===== src/rtl/haptic_pkg.sv =====
package haptic_pkg;
    // ------------------------------------------------------------
    // register byte offsets
    // ------------------------------------------------------------
    localparam logic [7:0] OFF_CTRL     = 8'h00;
    localparam logic [7:0] OFF_ACT      = 8'h04;
    localparam logic [7:0] OFF_VLIM     = 8'h08;
    localparam logic [7:0] OFF_ILIM     = 8'h0c;
    localparam logic [7:0] OFF_IMPED    = 8'h10;
    localparam logic [7:0] OFF_PER      = 8'h14;
    localparam logic [7:0] OFF_STATUS   = 8'h18;
    localparam logic [7:0] OFF_BEMF     = 8'h1c;
    localparam logic [7:0] OFF_WBASE    = 8'h20;
    localparam logic [7:0] OFF_MODE     = 8'h24;
    localparam logic [7:0] OFF_WMEM     = 8'h40;
    // ------------------------------------------------------------
    // control field positions
    // ------------------------------------------------------------
    localparam int CTRL_TRACK      = 0;
    localparam int CTRL_AUTOSCALE  = 1;
    localparam int CTRL_FORCE_ON   = 2;
    localparam int CTRL_OVERDRIVE  = 3;
    localparam int CTRL_BRAKE      = 4;
    localparam int CTRL_ACCESS     = 5;
    // ------------------------------------------------------------
    // reset values and geometry
    // ------------------------------------------------------------
    localparam logic [5:0]  CTRL_RST     = 6'h00;
    localparam logic [14:0] PER_RST      = 15'h0ea6; // 3750 counts, 200 Hz
    localparam int          WMEM_DEPTH   = 100;
    localparam logic [7:0]  WMEM_BASE    = 8'h10;    // entry 0 location
    localparam int          WMEM_AW      = 7;
    // ------------------------------------------------------------
    // period limits in 1333.32 ns units
    // ------------------------------------------------------------
    localparam logic [14:0] PER_50HZ     = 15'h3a98; // 15000
    localparam logic [14:0] PER_300HZ    = 15'h09c4; // 2500
    localparam logic [14:0] PER_25HZ     = 15'h7530; // 30000
    localparam logic [14:0] PER_1000HZ   = 15'h02ee; // 750
    localparam int          LOCK_TOL     = 8;        // lock band in counts
    // ------------------------------------------------------------
    // timing
    // ------------------------------------------------------------
    localparam int CLK_NS      = 20;
    localparam int BOOT_NS     = 1500000;
    localparam int BOOT_CYCLES = (BOOT_NS + CLK_NS - 1) / CLK_NS;
    typedef enum logic [1:0] {
        MODE_INACTIVE, MODE_DIRECT, MODE_REG_PLAY, MODE_EDGE_PLAY
    } play_mode_t;
    typedef enum logic [1:0] {ST_BOOT, ST_INACTIVE, ST_ACTIVE} dev_state_t;
endpackage


===== src/rtl/tracker_if.sv =====
`timescale 1ns/10ps
`default_nettype none
interface tracker_if;
    logic        enable;
    logic        autoscale;
    logic        force_on;
    logic        wideband;
    logic [14:0] nominal;
    logic [14:0] measured;
    logic        meas_valid;
    logic [14:0] period;
    logic        locked;
    logic        range_fault;
    logic [2:0]  gain_shift;
    modport ctl (output enable, autoscale, force_on, wideband, nominal,
                 measured, meas_valid,
                 input period, locked, range_fault, gain_shift);
    modport trk (input enable, autoscale, force_on, wideband, nominal,
                 measured, meas_valid,
                 output period, locked, range_fault, gain_shift);
endinterface
`default_nettype wire


===== src/rtl/resonance_tracker.sv =====
`timescale 1ns/10ps
`default_nettype none
module resonance_tracker
    import haptic_pkg::*;
(
    // clock and reset
    input wire logic pclk,
    input wire logic presetn,
    // tracker link
    tracker_if.trk   t
);
    logic [14:0] per_r;
    logic        lock_r;
    logic        fault_r;
    logic [2:0]  shift_r;
    logic [15:0] err;
    logic [15:0] mag;
    logic [14:0] step;

    // signed error between measured and current period
    always_comb begin
        err = {1'b0, t.measured} - {1'b0, per_r};
        mag = err[15] ? (~err + 16'h0001) : err;
        step = mag[14:0] >> shift_r;
        if (step == 15'h0000 && mag != 16'h0000) begin
            step = 15'h0001;
        end
    end

    // period loop: follow when enabled, else hold programmed value
    always_ff @(posedge pclk or negedge presetn) begin
        if (!presetn) begin
            per_r <= PER_RST;
        end else if (!t.enable || t.wideband) begin
            per_r <= t.nominal;
        end else if (t.meas_valid) begin
            // only follow measurements inside the loop range
            if (t.measured <= PER_50HZ && t.measured >= PER_300HZ) begin
                per_r <= err[15] ? per_r - step : per_r + step;
            end
        end
    end

    // lock indication
    always_ff @(posedge pclk or negedge presetn) begin
        if (!presetn) begin
            lock_r <= 1'b0;
        end else if (!t.enable) begin
            lock_r <= 1'b0;
        end else if (t.meas_valid && mag < 16'(LOCK_TOL)) begin
            lock_r <= 1'b1;
        end
    end

    // gain autoscale: finer gain only after first lock
    always_ff @(posedge pclk or negedge presetn) begin
        if (!presetn) begin
            shift_r <= 3'h1;
        end else if (!t.enable || !t.autoscale || t.force_on) begin
            shift_r <= 3'h1;
        end else if (lock_r && t.meas_valid && shift_r != 3'h4) begin
            shift_r <= shift_r + 3'h1;
        end
    end

    // out of range fault, sticky while tracking without force on
    always_ff @(posedge pclk or negedge presetn) begin
        if (!presetn) begin
            fault_r <= 1'b0;
        end else if (!t.enable || t.force_on) begin
            fault_r <= 1'b0;
        end else if (t.meas_valid &&
                     (t.measured > PER_50HZ || t.measured < PER_300HZ)) begin
            fault_r <= 1'b1;
        end
    end

    assign t.period      = per_r;
    assign t.locked      = lock_r;
    assign t.range_fault = fault_r;
    assign t.gain_shift  = shift_r;
endmodule
`default_nettype wire


===== src/rtl/haptic_drive_setup.sv =====
`timescale 1ns/10ps
`default_nettype none
module haptic_drive_setup
    import haptic_pkg::*;
(
    // apb slave
    input  wire logic        pclk,
    input  wire logic        presetn,
    input  wire logic        psel,
    input  wire logic        penable,
    input  wire logic        pwrite,
    input  wire logic [7:0]  paddr,
    input  wire logic [31:0] pwdata,
    output logic [31:0]      prdata,
    output logic             pready,
    output logic             pslverr,
    // actuator sense and drive
    input  wire logic [14:0] bemf_period,
    input  wire logic        bemf_valid,
    input  wire logic signed [7:0] drive_level,
    output logic [14:0]      drive_period,
    output logic signed [8:0] drive_cmd,
    output logic             drive_reverse,
    output logic             actuator_erm,
    output logic [7:0]       vlim_rms,
    output logic [7:0]       vlim_peak,
    output logic [4:0]       current_limit_code,
    output logic [15:0]      impedance_factor,
    output logic             boot_done,
    output logic             range_fault
);
    // ------------------------------------------------------------
    // storage
    // ------------------------------------------------------------
    logic [5:0]  ctrl_r;
    logic        act_type_r;
    logic [7:0]  vrms_r;
    logic [7:0]  vpeak_r;
    logic [4:0]  ilim_r;
    logic [7:0]  imp_hi_r;
    logic [7:0]  imp_lo_r;
    logic [7:0]  per_hi_r;
    logic [6:0]  per_lo_r;
    logic [1:0]  mode_r;
    logic        wideband_r;
    logic [31:0] boot_cnt_r;
    dev_state_t  state_r;
    logic [7:0]  wmem_r [WMEM_DEPTH];
    logic [31:0] prdata_r;
    logic        pslverr_r;
    logic signed [7:0] last_level_r;
    logic [3:0]  od_cnt_r;
    logic signed [8:0] cmd_r;
    logic        rev_r;
    logic [14:0] drive_period_count;
    logic        wr_en;
    logic        rd_en;
    logic        wmem_hit;
    logic [7:0]  wmem_idx;
    logic        wmem_ok;

    tracker_if trk_bus ();

    // ------------------------------------------------------------
    // decode helpers
    // ------------------------------------------------------------
    function automatic logic in_wmem(input logic [7:0] a);
        in_wmem = a >= OFF_WMEM &&
                  a < OFF_WMEM + 8'(WMEM_DEPTH);
    endfunction

    function automatic logic known(input logic [7:0] a);
        case (a)
            OFF_CTRL, OFF_ACT, OFF_VLIM, OFF_ILIM, OFF_IMPED, OFF_PER,
            OFF_STATUS, OFF_BEMF, OFF_WBASE, OFF_MODE: known = 1'b1;
            default: known = in_wmem(a);
        endcase
    endfunction

    assign drive_period_count = {per_hi_r, per_lo_r};
    assign wr_en    = psel && penable && pwrite;
    assign rd_en    = psel && penable && !pwrite;
    assign wmem_hit = in_wmem(paddr);
    assign wmem_idx = paddr - OFF_WMEM;
    // memory only reachable unlocked, inactive and after boot
    assign wmem_ok  = ctrl_r[CTRL_ACCESS] &&
                      state_r == ST_INACTIVE;

    // ------------------------------------------------------------
    // boot timer and device state
    // ------------------------------------------------------------
    always_ff @(posedge pclk or negedge presetn) begin
        if (!presetn) begin
            boot_cnt_r <= 32'h0000_0000;
            state_r    <= ST_BOOT;
        end else begin
            case (state_r)
                ST_BOOT: begin
                    boot_cnt_r <= boot_cnt_r + 32'h0000_0001;
                    if (boot_cnt_r == 32'(BOOT_CYCLES - 1)) begin
                        state_r <= ST_INACTIVE;
                    end
                end
                ST_INACTIVE: begin
                    if (mode_r != 2'(MODE_INACTIVE)) begin
                        state_r <= ST_ACTIVE;
                    end
                end
                ST_ACTIVE: begin
                    if (mode_r == 2'(MODE_INACTIVE)) begin
                        state_r <= ST_INACTIVE;
                    end
                end
                default: state_r <= ST_BOOT;
            endcase
        end
    end

    // ------------------------------------------------------------
    // configuration registers
    // ------------------------------------------------------------
    always_ff @(posedge pclk or negedge presetn) begin
        if (!presetn) begin
            ctrl_r     <= CTRL_RST;
            act_type_r <= 1'b0;
            vrms_r     <= 8'h00;
            vpeak_r    <= 8'h00;
            ilim_r     <= 5'h00;
            imp_hi_r   <= 8'h00;
            imp_lo_r   <= 8'h00;
            per_hi_r   <= PER_RST[14:7];
            per_lo_r   <= PER_RST[6:0];
            mode_r     <= 2'h0;
            wideband_r <= 1'b0;
        end else if (wr_en && state_r != ST_BOOT) begin
            case (paddr)
                OFF_CTRL:  ctrl_r     <= pwdata[5:0];
                OFF_ACT:   act_type_r <= pwdata[0];
                OFF_VLIM: begin
                    vrms_r  <= pwdata[7:0];
                    vpeak_r <= pwdata[15:8];
                end
                OFF_ILIM:  ilim_r     <= pwdata[4:0];
                OFF_IMPED: begin
                    imp_lo_r <= pwdata[7:0];
                    imp_hi_r <= pwdata[15:8];
                end
                OFF_PER: begin
                    per_lo_r <= pwdata[6:0];
                    per_hi_r <= pwdata[15:8];
                end
                OFF_MODE: begin
                    mode_r     <= pwdata[1:0];
                    wideband_r <= pwdata[4];
                end
                default: ;
            endcase
        end
    end

    // ------------------------------------------------------------
    // waveform memory, no reset so contents survive until power-on
    // ------------------------------------------------------------
    always_ff @(posedge pclk) begin
        if (wr_en && wmem_hit && wmem_ok) begin
            wmem_r[wmem_idx[WMEM_AW-1:0]] <= pwdata[7:0];
        end
    end

    // ------------------------------------------------------------
    // apb read data and error answer
    // ------------------------------------------------------------
    always_ff @(posedge pclk or negedge presetn) begin
        if (!presetn) begin
            prdata_r  <= 32'h0000_0000;
            pslverr_r <= 1'b0;
        end else if (psel && !penable) begin
            pslverr_r <= !known(paddr) ||
                         (in_wmem(paddr) && !wmem_ok);
            prdata_r  <= 32'h0000_0000;
            case (paddr)
                OFF_CTRL:   prdata_r <= {26'h0, ctrl_r};
                OFF_ACT:    prdata_r <= {31'h0, act_type_r};
                OFF_VLIM:   prdata_r <= {16'h0, vpeak_r, vrms_r};
                OFF_ILIM:   prdata_r <= {27'h0, ilim_r};
                OFF_IMPED:  prdata_r <= {16'h0, imp_hi_r, imp_lo_r};
                OFF_PER:    prdata_r <= {16'h0, per_hi_r, 1'b0, per_lo_r};
                OFF_STATUS: prdata_r <= {24'h0, 1'b0, trk_bus.gain_shift,
                                         trk_bus.range_fault,
                                         trk_bus.locked,
                                         state_r == ST_ACTIVE,
                                         state_r != ST_BOOT};
                OFF_BEMF:   prdata_r <= {17'h0, trk_bus.period};
                OFF_WBASE:  prdata_r <= {24'h0, WMEM_BASE};
                OFF_MODE:   prdata_r <= {27'h0, wideband_r, 2'h0, mode_r};
                default: begin
                    if (in_wmem(paddr) && wmem_ok) begin
                        prdata_r <= {24'h0,
                            wmem_r[wmem_idx[WMEM_AW-1:0]]};
                    end
                end
            endcase
        end
    end

    assign pready  = 1'b1;
    assign prdata  = rd_en ? prdata_r : 32'h0000_0000;
    assign pslverr = psel && penable && pslverr_r;

    // ------------------------------------------------------------
    // tracker hookup; wideband turns tracking off
    // ------------------------------------------------------------
    assign trk_bus.enable     = ctrl_r[CTRL_TRACK] && !act_type_r &&
                                !wideband_r;
    assign trk_bus.autoscale  = ctrl_r[CTRL_AUTOSCALE];
    assign trk_bus.force_on   = ctrl_r[CTRL_FORCE_ON];
    assign trk_bus.wideband   = wideband_r;
    assign trk_bus.nominal    = drive_period_count;
    assign trk_bus.measured   = bemf_period;
    assign trk_bus.meas_valid = bemf_valid && state_r == ST_ACTIVE;

    resonance_tracker u_trk (
        .pclk    (pclk),
        .presetn (presetn),
        .t       (trk_bus)
    );

    // ------------------------------------------------------------
    // overdrive on level change while tracking is enabled, and reverse braking
    // ------------------------------------------------------------
    always_ff @(posedge pclk or negedge presetn) begin
        if (!presetn) begin
            last_level_r <= 8'sh00;
            od_cnt_r     <= 4'h0;
            cmd_r        <= 9'sh000;
            rev_r        <= 1'b0;
        end else begin
            last_level_r <= drive_level;
            if (od_cnt_r != 4'h0) begin
                od_cnt_r <= od_cnt_r - 4'h1;
            end
            if (ctrl_r[CTRL_BRAKE] && drive_level == 8'sh00 &&
                last_level_r != 8'sh00) begin
                // full reverse: phase flip or polarity inversion
                cmd_r <= -9'(last_level_r) * 9'sd2;
                rev_r <= 1'b1;
                od_cnt_r <= 4'hf;
            end else if (ctrl_r[CTRL_OVERDRIVE] && trk_bus.enable &&
                         drive_level != last_level_r) begin
                // double the step toward the new level
                cmd_r <= 9'(drive_level) * 9'sd2 - 9'(last_level_r);
                rev_r <= drive_level < last_level_r;
                od_cnt_r <= 4'hf;
            end else if (od_cnt_r == 4'h0) begin
                cmd_r <= 9'(drive_level);
                rev_r <= 1'b0;
            end
        end
    end

    // ------------------------------------------------------------
    // outputs; for rotating mass the period paces sensing
    // ------------------------------------------------------------
    assign drive_period       = trk_bus.period;
    assign drive_cmd          = cmd_r;
    assign drive_reverse      = rev_r;
    assign actuator_erm       = act_type_r;
    assign vlim_rms           = vrms_r;
    assign vlim_peak          = vpeak_r;
    assign current_limit_code = ilim_r;
    assign impedance_factor   = {imp_hi_r, imp_lo_r};
    assign boot_done          = state_r != ST_BOOT;
    assign range_fault        = trk_bus.range_fault;
endmodule
`default_nettype wire


===== config.mk =====
export PLATFORM = sky130hd
export DESIGN_NAME = haptic_drive_setup
export DESIGN_NICKNAME = d
export VERILOG_FILES = /design/src/rtl/haptic_pkg.sv /design/src/rtl/tracker_if.sv /design/src/rtl/resonance_tracker.sv /design/src/rtl/haptic_drive_setup.sv
export SDC_FILE = /design/constraint.sdc
export NUM_CORES = 1
export LEC_CHECK = 0
export ABC_CLOCK_PERIOD_IN_PS = 9800
export BUFFER_PORTS_ARGS = -buffer_cell sky130_fd_sc_hd__clkbuf_2
export CORE_AREA = 5 5 378 380
export DETAILED_ROUTE_END_ITERATION = 10
export DIE_AREA = 0 0 383 385
export PLACE_DENSITY = 0.42
export SYNTH_ARGS = -nofsm -noshare
export SYNTH_HDL_FRONTEND = slang
export SYNTH_SLANG_ARGS = --single-unit
export TNS_END_PERCENT = 100

===== constraint.sdc =====
create_clock -name pclk -period 9.8 [get_ports pclk]
set_input_delay 0.98 -clock pclk [delete_from_list [all_inputs] [get_ports pclk]]
set_output_delay 0.98 -clock pclk [all_outputs]
set_load 0.01 [all_outputs]

==> impl_metrics.csv <==
group,metric,value,unit
yosys,synth_adder_area_share,0.0164,
worst_setup_path,setup.worst_path.start,"u_trk.t.period[0]$_DFFE_PN0P_",
worst_setup_path,path_max_fanout,7,
die,coreArea,139000,um^2
yosys,synthTopCellsByCount,"edfxtp_1, nor2_1, nand2_1",
placed_design,placed_cells,4774,
yosys,synth-seq-area-share,0.654,
route,drcViolationCount,0,
yosys,synth_edf_count,800,
finish,fill_cells,13307,
yosys,ys.flop_type,"edfxtp_1",
grt,use_met2,0.283,
yosys,synth_top_family_by_area,"multiplexers",
yosys,ys_ff_latch,955,
yosys,synth.distinct_cells,90,
min_path,hp-class,"in -> async",
timing,rsz0062_at_grt,"false",
pwr,switching_power,2.17,mW
route,vias,26332,
pwr,p_clk_frac,0.421,
die,ios,168,
die,rows,137,
grt,antenna_found_initial,3,
cts,cts_buffers,102,
cts,cts_tree,"built",
timing,fin_tns_setup,0,ns
yosys,ys_async_sr_fraction,0.162,
placed_design,gp_congestion,0.851,
yosys,syn-cell-area,42700,um^2
pwr,p_per_area,185,nW/um^2
placed_design,dpl.hpwl,86200,um
worst_setup_path,worst-path-buf-inv,2,
finish,seq_area,27900,um^2
yosys,synth_top_area_cell,"edfxtp_1",
timing,slew_headroom,0.169,
worst_setup_path,slowest_stage,"a22oi_1",
yosys,synthMuxAreaShare,0.129,
die,die_h,385,um
pwr,p_int,6.87,mW
yosys,avgSynthCellArea,14.6,um^2
timing,max_freq,118,MHz
grt,grt_use_met3,0.0377,
cts,clockBufferDepth,3,
worst_setup_path,arrival,9.01,ns
route,wire_per_inst,26.2,um
placed_design,numPortBuffers,134,
grt,grt_pass1_vias,26816,
pwr,p_sw_frac,0.240,
grt,grt-ovfl-total,0,
finish,multiInputGateArea,13900,um^2
grt,grt_use_met1,0.238,
yosys,yosysTopAreaCellShare,0.563,
timing,setup_viol,0,
yosys,synth_compound_area_frac,0.0868,
finish,drive_above_1_share,0.192,
yosys,yosysMostFrequentCell,"edfxtp_1",
cts,hold_buffers,0,
run_status,status,"finished, final reports clean",
worst_setup_path,crit_family,"compound AO/OA/AOI/OAI gates",
finish,nets,3194,
cts,root_buffer,"clkbuf_16",
finish,stdcell_count,4964,
cts,clkLatencyLatePin,0.72,ns
timing,maxSlewViolCount,0,
worst_setup_path,crit_required,10.33,ns
die,dieArea,147000,um^2
cts,cts_max_level,3,
pwr,pwr-share-comb,0.086,
route,routed_wl,130000,um
die,die_w,383,um
job,max-cap-violations,0,
grt,grt_max_degree,96,
route,dr.pass1.iters,5,
worst_setup_path,worstSetupEndpointType,"flop",
pwr,irDropWorstVdd,0.135,mV
timing,finalHoldViolCount,0,
cts,path_clk_slew,0.06,ns
finish,area_growth,14.2,%
yosys,synthSimpleGateAreaFrac,0.0772,
timing,finalCriticalPeriod,8.48,ns
worst_setup_path,crit_top_cell,"o21ai_0",
yosys,syn_inst,2933,
die,start_util,0.308,
worst_setup_path,crit-reg2reg-launch,"u_trk.t.period[0]$_DFFE_PN0P_",
timing,tightest_slew,1.24,ns
worst_setup_path,path_class,"reg -> reg",
timing,skew,0.0302,ns
cts,cts.sinks,955,
yosys,ys_warn_count,0,
timing,period_share,0.865,
worst_setup_path,cp-start-kind,"flop",
yosys,synth-xor-area-share,0.0152,
grt,track_usage,0.174,
grt,busiest_layer,"met2",
pwr,p_seq_frac,0.493,
route,viasPerCell,5.30,
cts,cts_setup_buffers,0,
cts,ctsResizeCount,0,
finish,utilization,0.351,
grt,grt_first_pass_wirelength,189000,um
route,antenna_left,0,
route,first_iter_violations,2206,
pwr,p_leak,16.8,nW
yosys,synth.area.top_cells,"edfxtp_1, dfrtp_1, mux4_2",
worst_setup_path,slowest_delay,0.60,ns
## sequential cells by signal, summed over array words and instances (netlist names), 5 cells and up
signal and cells:
ctrl_r 6, per_hi_r 8, drive_cmd 9, vlim_rms 8
prdata_r 16, current_limit_code 5, boot_cnt_r 32, wmem_r 800
last_level_r 8, u_trk.t.period 15, imp_hi_r 8, per_lo_r 7
vlim_peak 8, imp_lo_r 8
## final timing paths
path / to / slack, ns / cells past startpoint
max reg2reg: u_trk.t.period[14]$_DFFE_PN0P_ / 1.32 / 33
min: u_trk.t.period[13]$_DFFE_PN0P_ / 0.36 / 1
max in group asynchronous: boot_cnt_r[15]$_DFFE_PN0P_ / 8.01 / 2
min reg2reg: boot_cnt_r[31]$_DFFE_PN0P_ / 0.47 / 1
max: u_trk.t.period[14]$_DFFE_PN0P_ / 1.32 / 33
min in group pclk: last_level_r[0]$_DFF_PN0_ / 0.47 / 1
## layout by cell type (no fill, tap or decap), types with 51 or more instances in the layout
| master | netlist | routed |
|---|---|---|
| nand2_1 | 190 | 190 |
| xnor2_1 | 52 | 52 |
| mux2i_1 | 123 | 123 |
| edfxtp_1 | 800 | 800 |
| nand3_1 | 59 | 59 |
| o21ai_0 | 113 | 113 |
| mux4_2 | 148 | 148 |
| inv_1 | 51 | 51 |
| a21oi_1 | 123 | 122 |
| ha_1 | 51 | 51 |
| mux2_2 | 82 | 82 |
| dfrtp_1 | 140 | 140 |
| nor2_1 | 270 | 269 |
| clkbuf_2 | 0 | 122 |
| clkbuf_16 | 0 | 102 |
| buf_4 | 19 | 65 |
## worst reg2reg max path, delay by kind of cell (launching register included)
family | cells | cell delay [ns]
DFF | 1 | 0.36
xor gates and xnor gates | 2 | 0.36
adders and majority gates | 4 | 1.31
and+or+nand+nor | 8 | 1.85
AOI/OAI and AO/OA | 17 | 4.19
buffers and inverters | 2 | 0.23
## area by class of cell
type                       instances  area share
clock buffer                     131      0.0550
multi-input combinational       1766       0.286
inverter                          54     0.00416
antenna                            2    0.000103
timing repair buffer             192      0.0241
tap                             1807      0.0464
clock inverter                    57      0.0120
sequential                       955       0.573
## kinds of logic after synthesis
logic type	count (synthesis)
buf+inv	227
simple gates	721
flops	955
other cells	2
mux	353
xor+xnor	74
fa+ha+maj	54
compound gates	547
## through the flow
stage               setup slack (ns)  area (um^2)  hold slack, ns  power [mW]
floorplan                       2.20        42800           0.437        5.02
global placement               0.844        45500           0.463        5.32
detailed placement             0.941        45500           0.464        5.33
CTS                             1.43        48700           0.336        9.16
global route                   0.449        48700           0.403        9.39
finish                          1.32        48700           0.355        9.04
## power groups by stage
stage | clock (mW) | sequential [mW] | combinational, mW
after global placement | 0 | 4.54 | 0.773
after detailed placement | 0 | 4.55 | 0.783
final | 3.80 | 4.46 | 0.778
after CTS | 3.91 | 4.46 | 0.785
after global routing | 4.07 | 4.46 | 0.855
after floorplan | 0 | 4.55 | 0.471
## routing by layer
layer | routed length [um] | up-vias | share of wire
li1 | - | 11729 | -
met1 | 57700 | 13589 | 0.44
met2 | 61100 | 850 | 0.47
met3 | 8330 | 164 | 0.064
met4 | 3120 | 0 | 0.024
met5 | 0 | - | 0
No activity file was read; power rests on OpenSTA's default activity.
